--- config.mk ---
export PLATFORM = sky130hd
export DESIGN_NAME = cssp_top
export DESIGN_NICKNAME = d
export VERILOG_FILES = /design/src/pkg/cssp_pkg.sv /design/src/logic/cssp_top.sv /design/src/logic/cssp_pin_sync.sv /design/src/logic/cssp_shifter.sv
export SDC_FILE = /design/constraint.sdc
export NUM_CORES = 1
export LEC_CHECK = 0
export BUFFER_PORTS_ARGS = -buffer_cell sky130_fd_sc_hd__buf_2
export CAP_MARGIN = 20
export CORE_ASPECT_RATIO = 0.9
export CORE_UTILIZATION = 49
export DETAILED_ROUTE_END_ITERATION = 7
export PLACE_DENSITY = 0.78
export SLEW_MARGIN = 30
export SYNTH_ARGS = -nofsm -noshare
export SYNTH_HDL_FRONTEND = slang
export SYNTH_SLANG_ARGS = --single-unit
--- constraint.sdc ---
create_clock -name i_clk -period 1.8 [get_ports i_clk]
set_clock_uncertainty 0.05 [all_clocks]
set_input_delay 0.09 -clock i_clk [delete_from_list [all_inputs] [get_ports i_clk]]
set_output_delay 0.09 -clock i_clk [all_outputs]
set_load 0.05 [all_outputs]
--- src/pkg/cssp_pkg.sv ---
// Package with register map, field positions and constants of the clock-synchronous serial port.
`default_nettype none
package cssp_pkg;
   localparam int CSSP_ADDR_W = 4;
   localparam int CSSP_DATA_W = 8;
   // Register word offsets (byte address is four times these).
   localparam logic [3:0] CSSP_REG_CTRL0 = 4'h0;
   localparam logic [3:0] CSSP_REG_CTRL1 = 4'h1;
   localparam logic [3:0] CSSP_REG_TXBUF = 4'h2;
   localparam logic [3:0] CSSP_REG_RXBUF = 4'h3;
   localparam logic [3:0] CSSP_REG_IRQ_STAT = 4'h4;
   localparam logic [3:0] CSSP_REG_IRQ_MASK = 4'h5;
   localparam logic [3:0] CSSP_REG_SPECIAL = 4'h6;
   // serial_control_0 fields.
   localparam int CSSP_C0_EDGE = 0;
   localparam int CSSP_C0_INTCLK = 1;
   localparam int CSSP_C0_RTS_SEL = 2;
   localparam int CSSP_C0_CTS_SEL = 3;
   localparam int CSSP_C0_W = 4;
   // serial_control_1 fields.
   localparam int CSSP_C1_TXEN = 0;
   localparam int CSSP_C1_TXEMPTY = 1;
   localparam int CSSP_C1_RXEN = 2;
   localparam int CSSP_C1_RXFULL = 3;
   localparam int CSSP_C1_W = 4;
   // Interrupt status and mask fields.
   localparam int CSSP_IRQ_TX = 0;
   localparam int CSSP_IRQ_RX = 1;
   localparam int CSSP_IRQ_OVR = 2;
   localparam int CSSP_IRQ_W = 3;
   // Special control fields.
   localparam int CSSP_SP_CUTOFF = 0;
   localparam int CSSP_SP_SIM = 1;
   localparam int CSSP_SP_CAUSE = 2;
   localparam int CSSP_SP_ERRSIG = 3;
   localparam int CSSP_SP_W = 4;
   localparam int CSSP_RXBUF_OVR = 8;
   // Internal transfer clock half period.
   localparam int CSSP_CLK_NS = 10;
   localparam int CSSP_HALF_NS = 200;
   localparam int CSSP_HALF_CYC = (CSSP_HALF_NS + CSSP_CLK_NS - 1) / CSSP_CLK_NS;
   localparam logic [CSSP_C0_W-1:0] CSSP_C0_RST = 4'h0;
endpackage
`default_nettype wire

--- src/logic/cssp_top.sv ---
// Clock-synchronous serial port with Avalon-MM registers and RTS/CTS handshake.
//------------------------------------------------------------------------------
// Function
// (RULE1) External clock: RTS low when ready, high on start
// (RULE2) Internal clock: RTS function has no effect
// (RULE3) Cutoff and NMI low float RTS and clock
// (RULE4) Edge select picks shift and sample edges
// (RULE5) External transmit starts only at idle clock level
// (RULE6) Empty flag 0 with data; full flag 1
// (RULE7) Transmitter makes clock; dummy data shifts out
// (RULE8) Internal clock runs after enable and buffer write
// (RULE9) External clock: shift only on partner pulses
// (RULE10) Word while full sets overrun, buffer undefined
// (RULE11) Overrun leaves receive request flag unchanged
// (RULE12) Software writes dummy byte per received word
// (RULE13) External receive needs enables and data, idle
// (RULE14) Smart-card cause and error bits raise request
// (RULE15) Eight bits per word, full after last
//------------------------------------------------------------------------------
//
// The placing of the registers and the Avalon-MM interface to the registers were left to the implementer.
`default_nettype none
module cssp_top
   import cssp_pkg::*;
(
   input wire logic i_clk,
   input wire logic i_reset_n,
   input wire logic [cssp_pkg::CSSP_ADDR_W-1:0] i_avs_address,
   input wire logic i_avs_read,
   input wire logic i_avs_write,
   input wire logic [31:0] i_avs_writedata,
   output logic [31:0] o_avs_readdata,
   output logic o_avs_waitrequest,
   input wire logic i_clk_pin,
   output logic o_clk_pin,
   output logic o_clk_oe,
   input wire logic i_rx_data,
   output logic o_serial_data_out,
   output logic o_rts_n,
   output logic o_rts_oe,
   input wire logic i_cts_n,
   input wire logic i_nmi_n,
   output logic o_irq
);
   import cssp_pkg::*;

   //------------------------------------------------------------------------------
   // Synchronised pins.
   //------------------------------------------------------------------------------
   logic ext_clk;
   logic cts_n_s;
   logic nmi_n_s;
   logic rxd_s;
   cssp_pin_sync #(.RESET_VAL(1'b1)) u_sync_clk (.i_clk(i_clk), .i_reset_n(i_reset_n),
      .i_pin(i_clk_pin), .o_level(ext_clk));
   cssp_pin_sync #(.RESET_VAL(1'b1)) u_sync_cts (.i_clk(i_clk), .i_reset_n(i_reset_n),
      .i_pin(i_cts_n), .o_level(cts_n_s));
   cssp_pin_sync #(.RESET_VAL(1'b1)) u_sync_nmi (.i_clk(i_clk), .i_reset_n(i_reset_n),
      .i_pin(i_nmi_n), .o_level(nmi_n_s));
   cssp_pin_sync #(.RESET_VAL(1'b1)) u_sync_rxd (.i_clk(i_clk), .i_reset_n(i_reset_n),
      .i_pin(i_rx_data), .o_level(rxd_s));

   //------------------------------------------------------------------------------
   // Registers and bus decode.
   //------------------------------------------------------------------------------
   logic [CSSP_C0_W-1:0] ctrl0_ff;
   logic tx_en_ff;
   logic rx_en_ff;
   logic tx_empty_ff;
   logic rx_full_ff;
   logic ovr_ff;
   logic [CSSP_DATA_W-1:0] txbuf_ff;
   logic [CSSP_DATA_W-1:0] rxbuf_ff;
   logic [CSSP_IRQ_W-1:0] stat_ff;
   logic [CSSP_IRQ_W-1:0] mask_ff;
   logic [CSSP_SP_W-1:0] special_ff;
   logic ack_ff;

   wire req = i_avs_read | i_avs_write;
   wire wr_take = i_avs_write & ack_ff;
   wire rd_take = i_avs_read & ack_ff;
   wire wr_c0 = wr_take && (i_avs_address == CSSP_REG_CTRL0);
   wire wr_c1 = wr_take && (i_avs_address == CSSP_REG_CTRL1);
   wire wr_tx = wr_take && (i_avs_address == CSSP_REG_TXBUF);
   wire rd_rx = rd_take && (i_avs_address == CSSP_REG_RXBUF);
   wire wr_st = wr_take && (i_avs_address == CSSP_REG_IRQ_STAT);
   wire wr_mk = wr_take && (i_avs_address == CSSP_REG_IRQ_MASK);
   wire wr_sp = wr_take && (i_avs_address == CSSP_REG_SPECIAL);

   wire edge_sel = ctrl0_ff[CSSP_C0_EDGE];
   wire int_clk = ctrl0_ff[CSSP_C0_INTCLK];
   wire rts_sel = ctrl0_ff[CSSP_C0_RTS_SEL] & ~int_clk; // [RULE2]
   wire cts_sel = ctrl0_ff[CSSP_C0_CTS_SEL];
   wire cutoff = special_ff[CSSP_SP_CUTOFF] & ~nmi_n_s;

   //------------------------------------------------------------------------------
   // Transfer control state machine.
   //------------------------------------------------------------------------------
   typedef enum logic [2:0] {
      CSSP_IDLE = 3'b001,
      CSSP_ARM = 3'b010,
      CSSP_XFER = 3'b100
   } cssp_state_t;
   cssp_state_t state_ff;
   cssp_state_t nxt_state;

   // Idle level of the transfer clock is high for edge select 0, low for 1.
   wire idle_lvl = ~edge_sel; // [RULE5]
   wire ext_idle = (ext_clk == idle_lvl);
   wire cts_ok = ~cts_sel | ~cts_n_s;
   wire tx_ready = tx_en_ff & ~tx_empty_ff & cts_ok; // [RULE5]
   wire rx_ready = rx_en_ff & tx_en_ff & ~tx_empty_ff; // [RULE13]
   // Both directions share one shift clock, so every start, receive-only words included,
   // waits for the transmit conditions; otherwise a word could go out past a high CTS.
   wire can_start = tx_ready & (int_clk | ext_idle); // [RULE8] [RULE13]
   wire xfer_done;

   always_comb begin
      nxt_state = state_ff;
      case (state_ff)
         CSSP_IDLE: begin
            if (can_start) begin
               nxt_state = CSSP_ARM;
            end
         end
         CSSP_ARM: begin
            nxt_state = CSSP_XFER;
         end
         CSSP_XFER: begin
            if (xfer_done) begin
               nxt_state = CSSP_IDLE;
            end
         end
         default: begin
            nxt_state = CSSP_IDLE;
         end
      endcase
   end
   wire load = (state_ff == CSSP_IDLE) && can_start;
   wire busy = (state_ff == CSSP_XFER);

   //------------------------------------------------------------------------------
   // Internal clock generator and external edge detect.
   //------------------------------------------------------------------------------
   localparam int HCW = $clog2(CSSP_HALF_CYC + 1);
   localparam logic [HCW-1:0] HALF_LAST = HCW'(CSSP_HALF_CYC - 1);
   logic [HCW-1:0] div_ff;
   logic iclk_ff;
   logic eclk_d_ff;
   wire div_wrap = (div_ff == HALF_LAST);
   // The internal clock only toggles while a word is in flight, so it rests at idle.
   wire iclk_tgl = int_clk & busy & div_wrap; // [RULE7]
   wire xclk_prev = int_clk ? iclk_ff : eclk_d_ff;
   wire xclk_now = int_clk ? (iclk_tgl ? ~iclk_ff : iclk_ff) : ext_clk; // [RULE9]
   wire rise = ~xclk_prev & xclk_now & busy;
   wire fall = xclk_prev & ~xclk_now & busy;
   wire shift_edge = edge_sel ? rise : fall; // [RULE4]
   wire sample_edge = edge_sel ? fall : rise; // [RULE4]

   always_ff @(posedge i_clk) begin
      if (!i_reset_n) begin
         div_ff <= '0;
         iclk_ff <= 1'b1;
         eclk_d_ff <= 1'b1;
      end else begin
         eclk_d_ff <= ext_clk;
         div_ff <= (div_wrap || !busy) ? '0 : div_ff + HCW'(1);
         if (!busy) begin
            iclk_ff <= idle_lvl;
         end else if (iclk_tgl) begin
            iclk_ff <= ~iclk_ff;
         end
      end
   end

   logic [CSSP_DATA_W-1:0] rx_word;
   logic txd;
   cssp_shifter #(.WIDTH(CSSP_DATA_W)) u_shift (
      .i_clk(i_clk),
      .i_reset_n(i_reset_n),
      .i_load(load),
      .i_load_data(txbuf_ff),
      .i_shift_edge(shift_edge),
      .i_sample_edge(sample_edge),
      .i_rx_data(rxd_s),
      .o_tx_data(txd),
      .o_rx_word(rx_word),
      .o_done(xfer_done) // [RULE15]
   );

   //------------------------------------------------------------------------------
   // Control, flags and buffers.
   //------------------------------------------------------------------------------
   wire overrun = xfer_done & rx_full_ff; // [RULE10]
   wire rx_good = xfer_done & ~rx_full_ff & rx_en_ff;
   wire sim_set = wr_sp & i_avs_writedata[CSSP_SP_SIM] & i_avs_writedata[CSSP_SP_CAUSE]
      & i_avs_writedata[CSSP_SP_ERRSIG]; // [RULE14]
   wire [CSSP_IRQ_W-1:0] ev;
   assign ev[CSSP_IRQ_TX] = load | sim_set;
   assign ev[CSSP_IRQ_RX] = rx_good; // [RULE11]
   assign ev[CSSP_IRQ_OVR] = overrun;
   wire [CSSP_IRQ_W-1:0] clr = wr_st ? i_avs_writedata[CSSP_IRQ_W-1:0] : '0;

   always_ff @(posedge i_clk) begin
      if (!i_reset_n) begin
         state_ff <= CSSP_IDLE;
         ctrl0_ff <= CSSP_C0_RST;
         tx_en_ff <= 1'b0;
         rx_en_ff <= 1'b0;
         special_ff <= '0;
         mask_ff <= '0;
         stat_ff <= '0;
         txbuf_ff <= '0;
         ack_ff <= 1'b0;
      end else begin
         state_ff <= nxt_state;
         ack_ff <= req & ~ack_ff;
         if (wr_c0) begin
            ctrl0_ff <= i_avs_writedata[CSSP_C0_W-1:0];
         end
         if (wr_c1) begin
            tx_en_ff <= i_avs_writedata[CSSP_C1_TXEN];
            rx_en_ff <= i_avs_writedata[CSSP_C1_RXEN];
         end
         if (wr_sp) begin
            special_ff <= i_avs_writedata[CSSP_SP_W-1:0];
         end
         if (wr_mk) begin
            mask_ff <= i_avs_writedata[CSSP_IRQ_W-1:0];
         end
         if (wr_tx) begin
            txbuf_ff <= i_avs_writedata[CSSP_DATA_W-1:0]; // [RULE12]
         end
         // A set in the same cycle as its clear wins, so no event is lost.
         stat_ff <= (stat_ff & ~clr) | ev;
      end
   end

   // The empty flag falls on a buffer write and rises once the word is loaded.
   always_ff @(posedge i_clk) begin
      if (!i_reset_n) begin
         tx_empty_ff <= 1'b1;
         rx_full_ff <= 1'b0;
         ovr_ff <= 1'b0;
         rxbuf_ff <= '0;
      end else begin
         tx_empty_ff <= wr_tx ? 1'b0 : (load ? 1'b1 : tx_empty_ff); // [RULE6]
         rx_full_ff <= rx_good ? 1'b1 : (rd_rx ? 1'b0 : rx_full_ff); // [RULE6]
         ovr_ff <= overrun ? 1'b1 : (rd_rx ? 1'b0 : ovr_ff); // [RULE10]
         // On overrun the new word is kept, so the buffer holds the later word and the earlier one is lost.
         if (xfer_done) begin
            rxbuf_ff <= rx_word; // [RULE15]
         end
      end
   end

   //------------------------------------------------------------------------------
   // Pins, read mux and interrupt.
   //------------------------------------------------------------------------------
   logic rts_n_ff;
   always_ff @(posedge i_clk) begin
      if (!i_reset_n) begin
         rts_n_ff <= 1'b1;
      end else begin
         rts_n_ff <= ~(rts_sel & rx_ready & (state_ff == CSSP_IDLE)); // [RULE1]
      end
   end
   assign o_rts_n = rts_n_ff;
   assign o_rts_oe = ctrl0_ff[CSSP_C0_RTS_SEL] & ~cutoff; // [RULE3]
   assign o_clk_pin = iclk_ff;
   assign o_clk_oe = int_clk & ~cutoff; // [RULE3]
   assign o_serial_data_out = txd; // [RULE7]
   assign o_irq = |(stat_ff & mask_ff);
   assign o_avs_waitrequest = req & ~ack_ff;

   wire [31:0] rd_c1 = 32'({rx_full_ff, rx_en_ff, tx_empty_ff, tx_en_ff});
   wire [31:0] rd_rxb = 32'({ovr_ff, rxbuf_ff});
   always_comb begin
      case (i_avs_address)
         CSSP_REG_CTRL0: o_avs_readdata = 32'(ctrl0_ff);
         CSSP_REG_CTRL1: o_avs_readdata = rd_c1;
         CSSP_REG_TXBUF: o_avs_readdata = 32'(txbuf_ff);
         CSSP_REG_RXBUF: o_avs_readdata = rd_rxb;
         CSSP_REG_IRQ_STAT: o_avs_readdata = 32'(stat_ff);
         CSSP_REG_IRQ_MASK: o_avs_readdata = 32'(mask_ff);
         CSSP_REG_SPECIAL: o_avs_readdata = 32'(special_ff);
         default: o_avs_readdata = 32'h0;
      endcase
   end

   //------------------------------------------------------------------------------
   // Checks.
   //------------------------------------------------------------------------------
   a_rts_int_off: assert property (@(posedge i_clk) disable iff (!i_reset_n) // [RULE2]
      int_clk |=> o_rts_n)
      else $error("RTS asserted with internal clock");

   a_cutoff_float: assert property (@(posedge i_clk) disable iff (!i_reset_n) // [RULE3]
      cutoff |-> !o_rts_oe && !o_clk_oe)
      else $error("pins driven in cutoff");

   a_ovr_no_rxirq: assert property (@(posedge i_clk) disable iff (!i_reset_n) // [RULE11]
      overrun |=> stat_ff[CSSP_IRQ_RX] == $past(stat_ff[CSSP_IRQ_RX]) || $past(wr_st))
      else $error("overrun touched rx request");

   a_ovr_sets: assert property (@(posedge i_clk) disable iff (!i_reset_n) // [RULE10]
      overrun |=> ovr_ff && stat_ff[CSSP_IRQ_OVR])
      else $error("overrun not flagged");

   a_rx_full_set: assert property (@(posedge i_clk) disable iff (!i_reset_n) // [RULE15]
      rx_good |=> rx_full_ff)
      else $error("full flag not set");

   a_txe_write: assert property (@(posedge i_clk) disable iff (!i_reset_n) // [RULE6]
      wr_tx |=> !tx_empty_ff)
      else $error("empty flag after write");

   a_ext_start_idle: assert property (@(posedge i_clk) disable iff (!i_reset_n) // [RULE5]
      load && !int_clk |-> ext_clk == idle_lvl)
      else $error("start off idle level");

   a_rts_high_xfer: assert property (@(posedge i_clk) disable iff (!i_reset_n) // [RULE1]
      busy ##1 busy |-> o_rts_n)
      else $error("RTS low during reception");

   a_rts_low_ready: assert property (@(posedge i_clk) disable iff (!i_reset_n) // [RULE1]
      rts_sel && rx_ready && (state_ff == CSSP_IDLE) |=> !o_rts_n)
      else $error("RTS not low while ready");

   a_cts_start_gate: assert property (@(posedge i_clk) disable iff (!i_reset_n) // [RULE5]
      load && cts_sel |-> !cts_n_s)
      else $error("start while CTS high");

   a_start_needs_data: assert property (@(posedge i_clk) disable iff (!i_reset_n) // [RULE13]
      load |-> tx_en_ff && !tx_empty_ff)
      else $error("start without enable or data");

   a_rx_full_clr: assert property (@(posedge i_clk) disable iff (!i_reset_n) // [RULE6]
      rd_rx && !rx_good |=> !rx_full_ff)
      else $error("full flag kept after read");

   a_clk_rest_idle: assert property (@(posedge i_clk) disable iff (!i_reset_n) // [RULE7]
      !busy |=> o_clk_pin == $past(idle_lvl))
      else $error("clock off idle level between words");

   a_sim_tx_req: assert property (@(posedge i_clk) disable iff (!i_reset_n) // [RULE14]
      sim_set |=> stat_ff[CSSP_IRQ_TX])
      else $error("smart-card setup raised no request");
endmodule
`default_nettype wire

--- src/logic/cssp_pin_sync.sv ---
// Three-stage synchroniser with a stable-level output for pins.
`default_nettype none
module cssp_pin_sync #(
   parameter logic RESET_VAL = 1'b1
) (
   input wire logic i_clk,
   input wire logic i_reset_n,
   input wire logic i_pin,
   output logic o_level
);
   logic s1_ff;
   logic s2_ff;
   logic s3_ff;
   logic lvl_ff;
   wire agree = (s2_ff == s3_ff);
   always_ff @(posedge i_clk) begin
      if (!i_reset_n) begin
         s1_ff <= RESET_VAL;
         s2_ff <= RESET_VAL;
         s3_ff <= RESET_VAL;
         lvl_ff <= RESET_VAL;
      end else begin
         s1_ff <= i_pin;
         s2_ff <= s1_ff;
         s3_ff <= s2_ff;
         if (agree) begin
            lvl_ff <= s3_ff;
         end
      end
   end
   assign o_level = lvl_ff;
endmodule
`default_nettype wire

--- src/logic/cssp_shifter.sv ---
// Eight-bit shift engine driven by transmit-edge and sample-edge strobes.
`default_nettype none
module cssp_shifter #(
   parameter int WIDTH = 8
) (
   input wire logic i_clk,
   input wire logic i_reset_n,
   input wire logic i_load,
   input wire logic [WIDTH-1:0] i_load_data,
   input wire logic i_shift_edge,
   input wire logic i_sample_edge,
   input wire logic i_rx_data,
   output logic o_tx_data,
   output logic [WIDTH-1:0] o_rx_word,
   output logic o_done
);
   localparam int CW = $clog2(WIDTH + 1);
   localparam logic [CW-1:0] FULL = CW'(WIDTH);
   initial begin
      if (WIDTH < 2) $error("WIDTH must be at least 2");
   end
   logic [WIDTH-1:0] tx_ff;
   logic [WIDTH-1:0] rx_ff;
   logic [CW-1:0] cnt_ff;
   logic started_ff;
   logic txd_ff;
   logic done_ff;
   wire last = (cnt_ff == FULL - CW'(1));
   always_ff @(posedge i_clk) begin
      if (!i_reset_n) begin
         tx_ff <= '0;
         rx_ff <= '0;
         cnt_ff <= '0;
         started_ff <= 1'b0;
         txd_ff <= 1'b1;
         done_ff <= 1'b0;
      end else begin
         done_ff <= 1'b0;
         if (i_load) begin
            tx_ff <= i_load_data;
            cnt_ff <= '0;
            started_ff <= 1'b0;
         end else begin
            if (i_shift_edge) begin
               txd_ff <= tx_ff[0];
               tx_ff <= {1'b1, tx_ff[WIDTH-1:1]};
               started_ff <= 1'b1;
            end
            if (i_sample_edge && started_ff) begin
               rx_ff <= {i_rx_data, rx_ff[WIDTH-1:1]};
               cnt_ff <= last ? '0 : cnt_ff + CW'(1);
               done_ff <= last;
            end
         end
      end
   end
   assign o_tx_data = txd_ff;
   assign o_rx_word = rx_ff;
   assign o_done = done_ff;
endmodule
`default_nettype wire

# After elaboration in Yosys (flattened, before gate mapping)
# Cells that the tools add are included.
[word_totals]
register_bits = 86
latchBits = 0
n_memories = 0
mem_bits_ro = 0
out_inout_bits = 39
input_bits = 44
word_cells = 151
mem_bits_rw = 0
[classes]
reduce_logical = 23
shift = 0
mul = 0
add_sub_neg = 2
n_lt_le_gt_ge = 0
n_div = 0
n_eq_ne = 18
mux = 19
bitwise = 50
[ops]
columns = ["cell", "n"]
rows = [
  ["one-hot mux 9 bit (7 select lines)", 1],
  ["AND 1 bit", 26],
  ["equality test 4 x 3 -> 1 bit, second input constant", 4],
  ["2-to-1 mux 8 bit", 2],
  ["NOT 1 bit", 16],
  ["2-to-1 mux 1 bit", 11],
  ["logical AND 1 bit", 9],
  ["2-to-1 mux 3 bit", 3],
  ["one-hot mux 3 bit (3 select lines)", 1],
  ["equality test 4 x 2 -> 1 bit, second input constant", 2],
  ["nonzero test 2 bit", 4],
  ["AND 3 bit", 2],
  ["AND reduction 2 bit", 3],
  ["OR reduction 3 bit", 2],
  ["adder 5 x 1 -> 5 bit, second input constant", 1],
  ["equality test 1 bit", 5],
  ["equality test 5 bit, second input constant", 1],
  ["adder 4 x 1 -> 4 bit, second input constant", 1],
  ["equality test 4 x 1 -> 1 bit, second input constant", 1],
  ["logical NOT 4 bit", 1],
  ["2-to-1 mux 4 bit", 1],
  ["OR 1 bit", 4],
  ["OR reduction 2 bit", 2],
  ["equality test 3 x 1 -> 1 bit, second input constant", 1],
  ["other kinds (8)", 8],
]

# Longest topological paths before layout
# Gate-level depths: netlist of the first run.
[logic_depth]
word_depth = 12
ltp_mapped = 7
ltp_nobuf = 5

# By module
# Synthesis of the first run repeated with hierarchy kept, for this count alone.
[unflattened]
hier_cells = 400
hier_area_um2 = 3871.2
[modules_own_cells]
columns = ["module", "area_per_inst_um2", "n_inst", "cells_per_inst"]
rows = [
  ["cssp_top", 2466.1, 1, 260],
  ["cssp_shifter", 954.7, 1, 100],
  ["cssp_pin_sync", 112.6, 4, 10],
]

# Worst setup path after synthesis of the first run
# OpenSTA, ideal clock, no wires.
[synth_timing]
path_type = "register to output"
from = "reg ctrl0_ff[0]"
to = "out o_avs_readdata[0]"
stages_incl_launch_ff = 6
path_buffers = 1
slack_ns = -0.290
arrival_time_ns = 1.950
path_cell_list = "dfxtp_1 -> buf_2 -> mux4_2 -> nor2b_1 -> a31oi_1 -> o21ai_0"
[synth_via]
elab_chain_len = 1
[synth_rtl]
columns = ["element", "line_no", "source"]
rows = [
  ["start, declared", "cssp_top.sv:66", "logic [CSSP_C0_W-1:0] ctrl0_ff;"],
  ["start signal, assigned", "cssp_top.sv:219", "ctrl0_ff <= i_avs_writedata[CSSP_C0_W-1:0];"],
  ["one-hot mux 9 bit (7 select lines)", "cssp_top.sv:279", "case (i_avs_address)"],
  ["end, declared", "cssp_top.sv:32", "output logic [31:0] o_avs_readdata,"],
]
# No other way between the ends.

# Final worst setup path of the first run
[layout_timing]
from = "reg mask_ff[0]"
to = "out o_avs_readdata[0]"
[layout_via]
elab_chain_len = 1
[layout_rtl]
columns = ["element", "line_no", "source"]
rows = [
  ["start, declared", "cssp_top.sv:75", "logic [CSSP_IRQ_W-1:0] mask_ff;"],
  ["start signal, assigned", "cssp_top.sv:229", "mask_ff <= i_avs_writedata[CSSP_IRQ_W-1:0];"],
  ["one-hot mux 9 bit (7 select lines)", "cssp_top.sv:279", ""],
]
# No other way between the ends.

==> summary.md, run 1 <==
By count the netlist is led by sky130_fd_sc_hd__dfxtp_1, sky130_fd_sc_hd__nor2_1, sky130_fd_sc_hd__mux2i_1, sky130_fd_sc_hd__buf_4, sky130_fd_sc_hd__a21oi_1. Setup violations remaining at the end of the flow were counted as 4. The fraction of registers with async set/reset was 0. For this design, the sink count on the clock tree is 86.

The run gives 6.259 mm as the half-perimeter wire length of the detailed placement result. The final reports fail on negative setup slack. For this run, design rule violations remaining after detail routing come to 0.

Most common cell in the netlist: sky130_fd_sc_hd__dfxtp_1. For the via count of the routed design, the log shows 3395. Pin placement for this block handled 83 I/O pins. The first TritonRoute pass finished after 5 iterations.

The max-slew violation count was 0; the critical path arrival was 1.74 ns. The Yosys step of the flow raised 0 warnings. Global routing finished with a remaining overflow of 0. CTS placed an instance of sky130_fd_sc_hd__clkbuf_8 at the clock tree root. In this run the static leakage power is 1.770 nW.

For this run, the top clock speed supported by timing is 533.3 MHz. All-layer global routing usage: 0.2275. Data on the critical path is required at its endpoint by 1.66 ns. The tools report the kind of launch point of the worst setup path as a flop. The largest total area in the synthesized netlist belongs to sky130_fd_sc_hd__dfxtp_1.

The hold path startpoint is i_reset_n. The count of endpoints failing hold in the final timing report came out at 0. After clock tree synthesis, the clock-pin slew on the worst setup and hold paths is 0.10 ns.

The area added between synthesis and finish works out to 22.90%. The fraction of final layout cells with drive strength greater than 1 came out at 0.2642. The count of nets left with antenna violations once routing finished came out at 0. For this run, the number of standard cells in the final layout without fillers is 588.

The number of cells on the worst reg-to-reg path is 7. The floorplan step defined a core boundary enclosing 7657 sq um. In the post-synthesis netlist, the biggest area contributors are sky130_fd_sc_hd__dfxtp_1, sky130_fd_sc_hd__mux2i_1, sky130_fd_sc_hd__buf_4.

The synthesized design contains 0 enable-type register cells. In this run the tool buffered the top-level ports with 35 buffer cells. The mapped netlist covers 3939 sq um. The endpoint identified for the worst register-to-register timing path is u_shift.cnt_ff[0].

The total power after layout is 3.575 mW, and the average size of a mapped cell is 9.312 sq um. For the pin with the worst max-slew slack, the measured transition is 0.6500 ns. The run finished, with violations left. The run gives 3136 as the number of global-route vias before repair. In this run the worst path has a maximum fanout of 2.

The floorplan step defined a die boundary enclosing 8401 sq um. Across the VDD grid, the largest voltage drop is 0.4215 mV. The sequential fraction of the synthesis area was 0.4371. The worst register-to-register path begins at div_ff[1]. The H-tree was split into 3 levels. The fraction of synthesized cell area taken by the top area cell type was 0.4371. For the violation count after the first detailed-route iteration, the log shows 244. The number of placed instances, taps included, is 553. The internal power is 2.661 mW. The period utilization came out at 1.042.

The largest single stage delay on the critical path is 0.46 ns. The critical path is of the flop to primary output type. Synthesis produced 423 cells.

The ratio of routed vias to standard cells is 5.774. Synthesis inferred 86 register bits. For the placed cell area, the log shows 4225 sq um.

From bottom edge to top edge, the die measures 87.06 um. The tool flagged a number of max-cap violations equal to 0. STA classifies the critical path endpoint as a primary output.

The path category of the worst min-delay check is input pin to flop. Tightest slew margin relative to the limit: 0.5661. The first global-routing pass estimated 14.75 mm of wire. For the setup slack of the critical path after layout, the log shows -0.07523 ns.

For the combinational group share of total power, the log shows 0.077. The setup check on the worst reg-to-reg path leaves a slack of -0.06 ns. The net switching power figure is 0.9141 mW, and the cell area power density is 738.5 nW/um^2. The switching share of power works out to 0.2557.

Along the worst hold path, the cell count comes to 3. For hold timing, the worst endpoint is o_clk_pin. In this run the deepest clock path goes through 2 buffers. The wire length per cell was 16.31 um. The utilization after layout came out at 0.6322.

TritonCTS built the clock tree. The run gives 0 as the antenna cell count. The number of nets in the layout was 533; the row count was 30.

The signal on the critical path passes through mux4_2 -> nor2b_4 -> a31oi_1 -> o21ai_1 -> buf_6. Die extent in x: 96.51 um. Counting distinct cell types in the post-synthesis netlist gives 56.

Setup repair after global routing could not meet its margin everywhere. The initial antenna violation count came out at 0. The smallest clock period supported by the final layout is computed as 1.875 ns. Entering global routing, the biggest net connects 28 pins. The final design area excluding fillers was 4841 sq um; the effective utilization at floorplan was 0.5144.

The clock reaches the later pin of the worst-skew pair after 0.36 ns. Clock share of power: 0.385. At the end of routability-driven placement, the weighted congestion stood at 0.8792. Clock tree synthesis inserted a total of 9 buffers.

Sequential share of power: 0.538. Most used flip-flop cell after synthesis: sky130_fd_sc_hd__dfxtp_1. The slowest cell on the critical path was sky130_fd_sc_hd__mux4_2. The tools report the wire length reported by the detailed router as 9.592 mm. The final hold slack came out at 0.02186 ns.
[worst max path at each step]
stage,startpoint,end,cells after the start
4_1_cts,mask_ff[0],o_avs_readdata[0],5
3_3_place_gp,div_ff[0],u_shift.o_tx_data,6
2_1_floorplan,div_ff[0],u_shift.o_tx_data,7
5_1_grt,div_ff[1],u_shift.o_rx_word[4],7
6_report,mask_ff[0],o_avs_readdata[0],5
3_5_place_dp,div_ff[0],u_shift.cnt_ff[0],6
[per-stage QoR]
step	setup slack, ns	setup TNS, ns
detailed placement	-0.06032	-0.1831
global route	-0.1422	-0.9312
finish	-0.07523	-0.1912
global placement	-0.01439	-0.01439
floorplan	0.03395	0
CTS	-0.05069	-0.07278
[power by group through the flow]
stage	clock network [mW]	registers [mW]	logic, mW
floorplan	0	1.97	0.232
global placement	0	1.97	0.246
detailed placement	0	1.97	0.250
CTS	1.40	1.92	0.268
global route	1.49	1.93	0.292
finish	1.38	1.92	0.276
[critical path, delay by kind of cell (launching register included)]
kind	cells	cell delay (ns)
compound gates	2	0.26
simple gates	1	0.14
mux	1	0.46
flops	1	0.34
buf+inv	1	0.17
[sequential cells by signal, indices dropped and copies added, names as in the netlist, 3 cells and up]
register	count
txbuf_ff	8
rxbuf_ff	8
stat_ff	3
special_ff	4
ctrl0_ff	4
u_shift.o_rx_word	8
div_ff	5
u_shift.cnt_ff	4
state_ff	3
u_shift.tx_ff	8
mask_ff	3
[per-layer routing]
metal	wire length, um	track usage	vias up
met2	4863	0.3841	132
li1	-	-	1629
met1	4077	0.2841	1620
met3	546	0.05759	14
met4	105	0.06952	0
met5	0	0	-
[cells by family (layout without fill, tap and decap cells)]
group,Yosys count,count (layout),share of synthesized area
and+or+nand+nor,145,145,0.2059
AOI/OAI and AO/OA,91,91,0.1623
DFF,86,86,0.4371
buffers and inverters,59,106,0.08640
muxes,35,35,0.09212
xor gates and xnor gates,4,4,0.008896
adders and majority gates,2,2,0.006352
other,1,23,0.0009521
[cells in the final DEF, fill, tap and decap left out, drive strengths merged, types with 3 or more instances in the layout]
| cell type | n |
|---|---|
| nor2 | 47 |
| mux2i | 34 |
| a22o | 4 |
| nor3 | 4 |
| conb | 23 |
| nand4 | 18 |
| o21ai | 10 |
| clkbuf | 12 |
| o211ai | 3 |
| a31oi | 11 |
| dfxtp | 86 |
| nor2b | 5 |
| a21oi | 22 |
| buf | 73 |
| o31ai | 10 |
| clkinv | 3 |
| and3 | 3 |
| nand2b | 15 |
| inv | 6 |
| and2 | 4 |
| nand3 | 10 |
| dlygate4sd3 | 10 |
| or3 | 3 |
| nor4 | 6 |
| nor3b | 7 |
| nand2 | 13 |
| o311ai | 7 |
| xor2 | 3 |
| a22oi | 6 |
[cell type report]
type                       count  area [sq um]
inverter                       6         22.52
fill                         621          2816
tap                           96         120.1
clock inverter                 5         56.30
timing repair buffer          84         611.8
sequential                    86          1735
clock buffer                  11         141.4
multi-input combinational    300          2153
[timing repair]
action	4_1_cts	5_1_grt
endpoints found under the hold margin	10	0
hold buffers	10	0
setup endpoints to repair	19	23
setup buffers	2	7
resized for setup	17	43
cloned	0	1
pin swaps	4	25
Note: power is estimated with default switching activity, not from simulation.
==> inputs of run 2 (changes only) <==
--- a/config.mk
+++ b/config.mk
@@ -6,11 +6,10 @@
 export NUM_CORES = 1
 export LEC_CHECK = 0
 export BUFFER_PORTS_ARGS = -buffer_cell sky130_fd_sc_hd__buf_2
-export CAP_MARGIN = 20
 export CORE_ASPECT_RATIO = 0.9
-export CORE_UTILIZATION = 49
+export CORE_UTILIZATION = 54
 export DETAILED_ROUTE_END_ITERATION = 7
-export PLACE_DENSITY = 0.78
+export PLACE_DENSITY = 0.81
 export SLEW_MARGIN = 30
 export SYNTH_ARGS = -nofsm -noshare
 export SYNTH_HDL_FRONTEND = slang
==> constraint.sdc (replaced) <==
create_clock -name i_clk -period 2.15 [get_ports i_clk]
set_clock_uncertainty 0.05 [all_clocks]
set_input_delay 0.1075 -clock i_clk [delete_from_list [all_inputs] [get_ports i_clk]]
set_output_delay 0.1075 -clock i_clk [all_outputs]
set_load 0.05 [all_outputs]
==> run 2 against run 1 <==
The run now ends clean. Combinational power decreased by 19%. Critical path depth increased by 1. Highest routed layer unchanged. Utilization fell by 0.78 points. Worst hold slack worse by 0.00092 ns. Largest power group unchanged.
==> summary.md, run 2 (same netlist as run 1, synthesis figures left out) <==
For the flop-to-flop setup slack, the log shows 0.18 ns (+0.24 ns). The period utilization came out at 0.9164. The slew of the pin with the lowest slew margin works out to 0.6732 ns (+0.02324 ns).

The number of global-route vias before repair was 2984 (-4.8%); the top-level I/O count was 83 (unchanged). For the all-layer global routing usage, the log shows 0.2349 (+0.007398). The die extent in x works out to 92.03 um (-4.6%). The tree is rooted in a sky130_fd_sc_hd__clkbuf_8. The required time at the worst-slack endpoint is 2.38 ns (+0.72 ns), and the floorplan die area is 7640 sq um (-9.1%). The global-route wire length before repair was 14.43 mm (-2.2%). TritonCTS built the clock tree. The number of sinks handled by clock tree synthesis is 86 (unchanged).

For the antenna cell count, the log shows 0 (unchanged). The run finished with clean final reports. The logs give 0.5595 (+0.04517) for the effective utilization at floorplan and 0 (unchanged) for the number of max-cap violations.

The cell depth of the worst min-delay path was 3 (unchanged). The height of the chip is 83.02 um (-4.6%). The final critical-path required period is 1.970 ns. The number of H-tree levels is 3 (unchanged). For the max-slew violation count, the log shows 0 (unchanged). The tools report the number of optimization iterations in the first detailed-route pass as 5 (unchanged). Among all stages on the critical path, the largest delay is contributed by sky130_fd_sc_hd__or4_1. For the routability congestion estimate from global placement, the log shows 0.8918 (+1.4%).

The run gives 0.5506 (-0.01551) as the tightest slew margin relative to the limit. For the final standard cell count with taps included and fillers excluded, the log shows 560 (-4.8%). In this run the critical register-to-register path is captured at u_shift.cnt_ff[0]. The worst path buffer plus inverter count is 1 (unchanged).

The fraction of final layout cells with drive strength greater than 1 is 0.1692 (-0.09506). The post-CTS clock slew at the launch and capture registers of the worst setup and hold paths came out at 0.08 ns (-0.02 ns). The run gives 280 (+15%) as the violation count after the first detailed-route iteration. The tools report the post-route setup TNS as 0 ns (+0.1912 ns).

The run gives 0.35 ns (about the same) as the clock insertion delay at the later pin of the skew report. Reg-to-reg critical path startpoint: div_ff[0]. The delay contributed by the slowest stage of the critical path is 0.52 ns (+0.06 ns).

The terminating pin of the worst hold path is special_ff[3]. The tools report the wire length reported by the detailed router as 8.709 mm (-9.2%). The maximum number of pins on one net before global-route repair is 28 (unchanged). Number of design rule violations left after detail routing: 0 (unchanged). Cell area power density: 643.4 nW/um^2 (-13%). The wire length per cell works out to 15.55 um (-4.7%). The number of input and output port buffers inserted is 35 (unchanged). The worst setup path is of the flop to flop kind.

The signal on the critical path passes through ha_1 -> and4bb_2 -> a211oi_2 -> buf_4 -> or4_1 -> a21oi_1. The total power after layout is 2.828 mW (-21%). The worst hold path begins at i_avs_writedata[3].

Via count of the routed design: 3291 (-3.1%). The nature of the critical path endpoint is a flop. The utilization after layout is 0.6244 (-0.007768), and the area added between synthesis and finish is 11.59%. The leakage component of the power came out at 1.605 nW (-9.3%). The tools report the kind of launch point of the worst setup path as a flop. The row count was 29 (-3.3%); the count of endpoints failing hold in the final timing report was 0 (unchanged). The most common library cell in the layout ignoring fill and taps is sky130_fd_sc_hd__dfxtp_1. Cell total after placement: 536 (-3.1%). The run gives 0.02094 ns (-0.0009158 ns) as the final hold slack.

The number of cells traversed by the worst register-to-register path is 6 (-1), and the critical path arrival is 2.20 ns (+0.46 ns). The worst IR drop on VDD is 0.3427 mV (-19%), and the number of nets in the layout is 509 (-4.5%). Among cell families on the critical path, the largest total delay comes from simple AND/OR/NAND/NOR gates.

Setup repair after global routing left no endpoint under its margin. In the layout the commonest cells are sky130_fd_sc_hd__dfxtp_1, sky130_fd_sc_hd__nor2_1, sky130_fd_sc_hd__buf_2. Final-report setup violation count: 0 (-4).

The tools report the number of CTS-inserted buffers as 9 (unchanged). The half-perimeter wire length of the detailed placement result is 5.849 mm (-6.6%), and the residual antenna-violating net count after detailed routing is 0 (unchanged). The initial antenna violation count was 0 (unchanged); the placeable core area was 7039 sq um (-8.1%). The tightest min-delay check is of the input pin to flop type. The highest clock rate is 507.5 MHz.

The run gives 2 (unchanged) as the largest buffer count on any clock path. Ratio of routed vias to standard cells: 5.877 (+1.8%). The remaining global-route overflow is 0 (unchanged), and the top fanout value on the critical path is 12 (+10).
-- run 2: changes by cell type in the layout (fill, tap and decap cells not counted), moves of 7 or more --
cell,delta
sky130_fd_sc_hd__buf_6,-7
sky130_fd_sc_hd__buf_4,-16
sky130_fd_sc_hd__o311ai_0,+7
sky130_fd_sc_hd__o31ai_1,+7
-- run 2: worst max-delay path by stage --
stage                         to  cells after the start  slack, ns   startpoint
2_1_floorplan  o_avs_readdata[0]                      5       0.04  ctrl0_ff[0]
3_3_place_gp    u_shift.tx_ff[6]                      6       0.17    div_ff[0]
3_5_place_dp    u_shift.tx_ff[3]                      6       0.11    div_ff[0]
4_1_cts         u_shift.tx_ff[3]                      6       0.10    div_ff[0]
5_1_grt        u_shift.cnt_ff[0]                      6       0.04    div_ff[0]
6_report       u_shift.cnt_ff[0]                      6       0.18    div_ff[0]
-- run 2: metrics by stage --
step	cell area [sq um]	setup WS, ns
5_1_grt	4395	0.03669
2_1_floorplan	4021	0.04237
3_3_place_gp	4115	0.1680
3_5_place_dp	4115	0.1138
4_1_cts	4372	0.1014
6_report	4395	0.1797
-- run 2: what timing repair did --
item,in CTS,in global routing
endpoints found under the hold margin,9,0
gates resized for setup,0,7
endpoints found under the setup margin,0,11
hold buffers,9,0
setup buffers,0,0
-- run 2: power breakdown --
part / switching, mW / internal (mW)
combinational: 0.170 / 0.0533
clock: 0.546 / 0.446
sequential: 0.00815 / 1.60
total: 0.725 / 2.10
-- run 2: area by class of cell --
cell class | instances | area, sq um
multi-input combinational | 300 | 1981
timing repair buffer | 60 | 385.4
sequential | 86 | 1724
tap | 93 | 116.4
clock buffer | 12 | 145.1
fill | 588 | 2644
inverter | 6 | 22.52
clock inverter | 3 | 21.27
-- run 2: worst reg2reg max path, cell delays in order, from the launching register on --
cell and delay (ns):
sky130_fd_sc_hd__dfxtp_1 0.35, sky130_fd_sc_hd__ha_1 0.21, sky130_fd_sc_hd__and4bb_2 0.35, sky130_fd_sc_hd__a211oi_2 0.09
sky130_fd_sc_hd__buf_4 0.20, sky130_fd_sc_hd__or4_1 0.53, sky130_fd_sc_hd__a21oi_1 0.13
-- run 2: per-layer routing --
metal	wire, um	vias to the layer above	global-route usage	share of wire
li1	-	1574	-	-
met1	3803	1564	0.3058	0.44
met2	4200	139	0.3833	0.48
met3	594	14	0.07051	0.068
met4	111	0	0.05398	0.013
met5	0	-	0	0
==> inputs of run 3 (changes only) <==
==> constraint.sdc (replaced) <==
create_clock -name i_clk -period 2.15 [get_ports i_clk]
set_clock_uncertainty 0.05 [all_clocks]
set_input_delay 0.43 -clock i_clk [delete_from_list [all_inputs] [get_ports i_clk]]
set_output_delay 0.43 -clock i_clk [all_outputs]
set_load 0.05 [all_outputs]
==> run 3 against run 2 <==
The flow now finishes with violations (negative setup slack). Worst setup slack worse by 0.19 ns. First-iteration DRC count decreased by 6.4%. Clock-buffer cell count grew 1.
==> summary.md, run 3 (same netlist as run 1, synthesis figures left out) <==
Fraction of final layout cells with drive strength greater than 1: 0.1970 (+0.02784). The run gives 1.69 ns (-0.51 ns) as the critical path arrival. The flow ran to the end, but the final reports show violations. STA classifies the critical path startpoint as an input pin. The number of input and output port buffers inserted was 35 (unchanged).

The kind of cell with the highest combined delay along the critical path is buffers and inverters. The run gives 4158 sq um (+1.0%) as the placed cell area. For the highest clock rate, the log shows 461.9 MHz (-9.0%). The most common library cell in the layout ignoring fill and taps was sky130_fd_sc_hd__dfxtp_1. For the tightest slew margin relative to the limit, the log shows 0.5799 (+0.02932). The remaining global-route overflow is 0 (unchanged), and the top fanout value on the critical path is 10 (-2). The ratio of routed vias to standard cells came out at 5.964 (+1.5%). Die extent in x: 92.03 um (unchanged).

For the clock insertion delay at the later pin of the skew report, the log shows 0.35 ns (about the same). The run gives 7039 sq um (unchanged) as the placeable core area. The period utilization came out at 1.007 (+0.09058). The minimum setup slack after placement is -0.02225 ns (-0.1361 ns), and the final critical-path required period is 2.165 ns (+0.1947 ns).

Cts-stage hold buffer count: 0 (-9). The cell area power density is 669.4 nW/um^2 (+4.0%), and the routability congestion estimate from global placement is 0.9358 (+4.9%). By startpoint and endpoint, the worst setup path is classified as input pin to primary output. The path class of the tightest hold or removal check is input pin to flop. For the utilization after layout, the log shows 0.6301 (+0.005688). The tools report the number of design rule violations left after detail routing as 0 (unchanged). The tools report the nature of the critical path endpoint as a primary output. Wire length per cell: 15.60 um (+0.31%). The number of inserted filler cells in the final layout was 585 (-0.51%).

The slew of the pin with the lowest slew margin works out to 0.6293 ns (-0.04392 ns). The violation count after the first detailed-route iteration was 262 (-6.4%); the leakage component of the power was 1.632 nW (+1.7%). Setup slack of the critical path after layout: -0.01501 ns (-0.1947 ns). The worst path buffer plus inverter count is 3 (+2). Compared with the post-synthesis result, the final layout area differs by 12.61%. The logs give 29 (unchanged) for the row count and 1.67 ns (-0.71 ns) for the required time at the worst-slack endpoint. The run gives 2 (+2) as the final-report setup violation count. The tools report the wire length reported by the detailed router as 8.736 mm (+0.31%). The number of nets in the layout came out at 508 (-0.20%). Traced cell by cell, the critical path runs through buf_2 -> nor4bb_2 -> buf_4 -> a22oi_1 -> o21ai_1 -> clkbuf_4. The floorplan die area was 7640 sq um (unchanged). Effective utilization at floorplan: 0.5595 (unchanged). Height of the chip: 83.02 um (unchanged). Leaving out fill and tap cells, the most frequent cells in the layout are sky130_fd_sc_hd__dfxtp_1, sky130_fd_sc_hd__nor2_1, sky130_fd_sc_hd__mux2i_1.

The number of global-route vias before repair came out at 3065 (+2.7%). The run gives 2.969 mW (+5.0%) as the total power after layout. The tools report the half-perimeter wire length of the detailed placement result as 6.103 mm (+4.4%). The tools report the maximum number of pins on one net before global-route repair as 36 (+29%). The post-CTS clock slew at the launch and capture registers of the worst setup and hold paths works out to 0.08 ns (about the same).

TritonCTS built the clock tree. The checks that failed: negative setup slack. The run gives 0.2019 ns (+0.1810 ns) as the final hold slack. The run gives 0 (unchanged) as the antenna cell count. The library cell used as clock root buffer was sky130_fd_sc_hd__clkbuf_8.

The run gives 0 (unchanged) as the residual antenna-violating net count after detailed routing. The initial antenna violation count was 0 (unchanged); the worst IR drop on VDD was 0.3910 mV (+14%). For the max-slew violation count, the log shows 0 (unchanged). The top-level I/O count came out at 83 (unchanged). The register cell area after layout is 1725 sq um (about the same). The number of CTS-inserted buffers is 9 (unchanged), and the area taken by multi-input logic gates is 1998 sq um (+0.88%).

The run gives 5 (unchanged) as the number of optimization iterations in the first detailed-route pass. The number of max-cap violations was 0 (unchanged). The run gives 2 (unchanged) as the largest buffer count on any clock path. The number of H-tree levels came out at 3 (unchanged). Among all stages on the critical path, the largest delay is contributed by sky130_fd_sc_hd__nor4bb_2. The run gives 3340 (+1.5%) as the via count of the routed design.

For the final design area excluding fillers, the log shows 4436 sq um (+0.91%). Setup repair after global routing could not meet its margin everywhere. The all-layer global routing usage was 0.2367 (+0.001753); the delay contributed by the slowest stage of the critical path was 0.37 ns (-0.15 ns).

The count of endpoints failing hold in the final timing report is 0 (unchanged). For the number of sinks handled by clock tree synthesis, the log shows 86 (unchanged). The tools report the global-route wire length before repair as 14.39 mm (-0.28%).
==> run 3: through the flow <==
step	cells	TNS, ns
finish	560	-0.02398
global route	560	-0.2492
CTS	559	-0.03845
detailed placement	541	-0.02225
global placement	541	-0.08310
floorplan	445	0
==> run 3: path summary, 6_finish.rpt <==
path / endpoint / cells after the start / start / slack (ns)
worst min register to register: u_sync_nmi.s2_ff / 1 / u_sync_nmi.s1_ff / 0.36
worst max-delay path: o_avs_readdata[3] / 6 / i_avs_address[1] / -0.02
worst max register to register: u_shift.o_done / 6 / div_ff[0] / 0.11
worst min-delay path: u_sync_nmi.s1_ff / 2 / i_nmi_n / 0.20
==> run 3: area by class of cell <==
cell class / instances / share of cell area
clock buffers: 13 / 0.03583
inverters: 6 / 0.005078
repair buffers: 59 / 0.08378
clock inverters: 3 / 0.009591
flip-flops and latches: 86 / 0.3890
well taps: 93 / 0.02623
multi-input cells: 300 / 0.4505
==> run 3: repair_timing <==
item	4_1_cts	5_1_grt
buffers inserted	2	1
setup endpoints to repair	3	17
gates resized for setup	6	10
pin swaps	1	2
==> run 3: routing by layer <==
layer / GRT usage / routed length [um]
met5: 0 / 0
met3: 0.06227 / 560
met2: 0.4016 / 4271
met4: 0.06818 / 155
met1: 0.2948 / 3748
==> run 3: report_power, final <==
| part | switching [mW] | internal [mW] | total [mW] |
|---|---|---|---|
| logic | 0.170 | 0.0500 | 0.220 |
| registers | 0.00839 | 1.60 | 1.61 |
| clock network | 0.537 | 0.600 | 1.14 |
==> run 3: worst register-to-register path: cells and delay by family (launching register included) <==
family	cells	cell delay (ns)
AOI/OAI and AO/OA	1	0.26
adders and majority gates	1	0.21
buffers and inverters	1	0.21
DFF	1	0.35
and+or+nand+nor	3	0.83
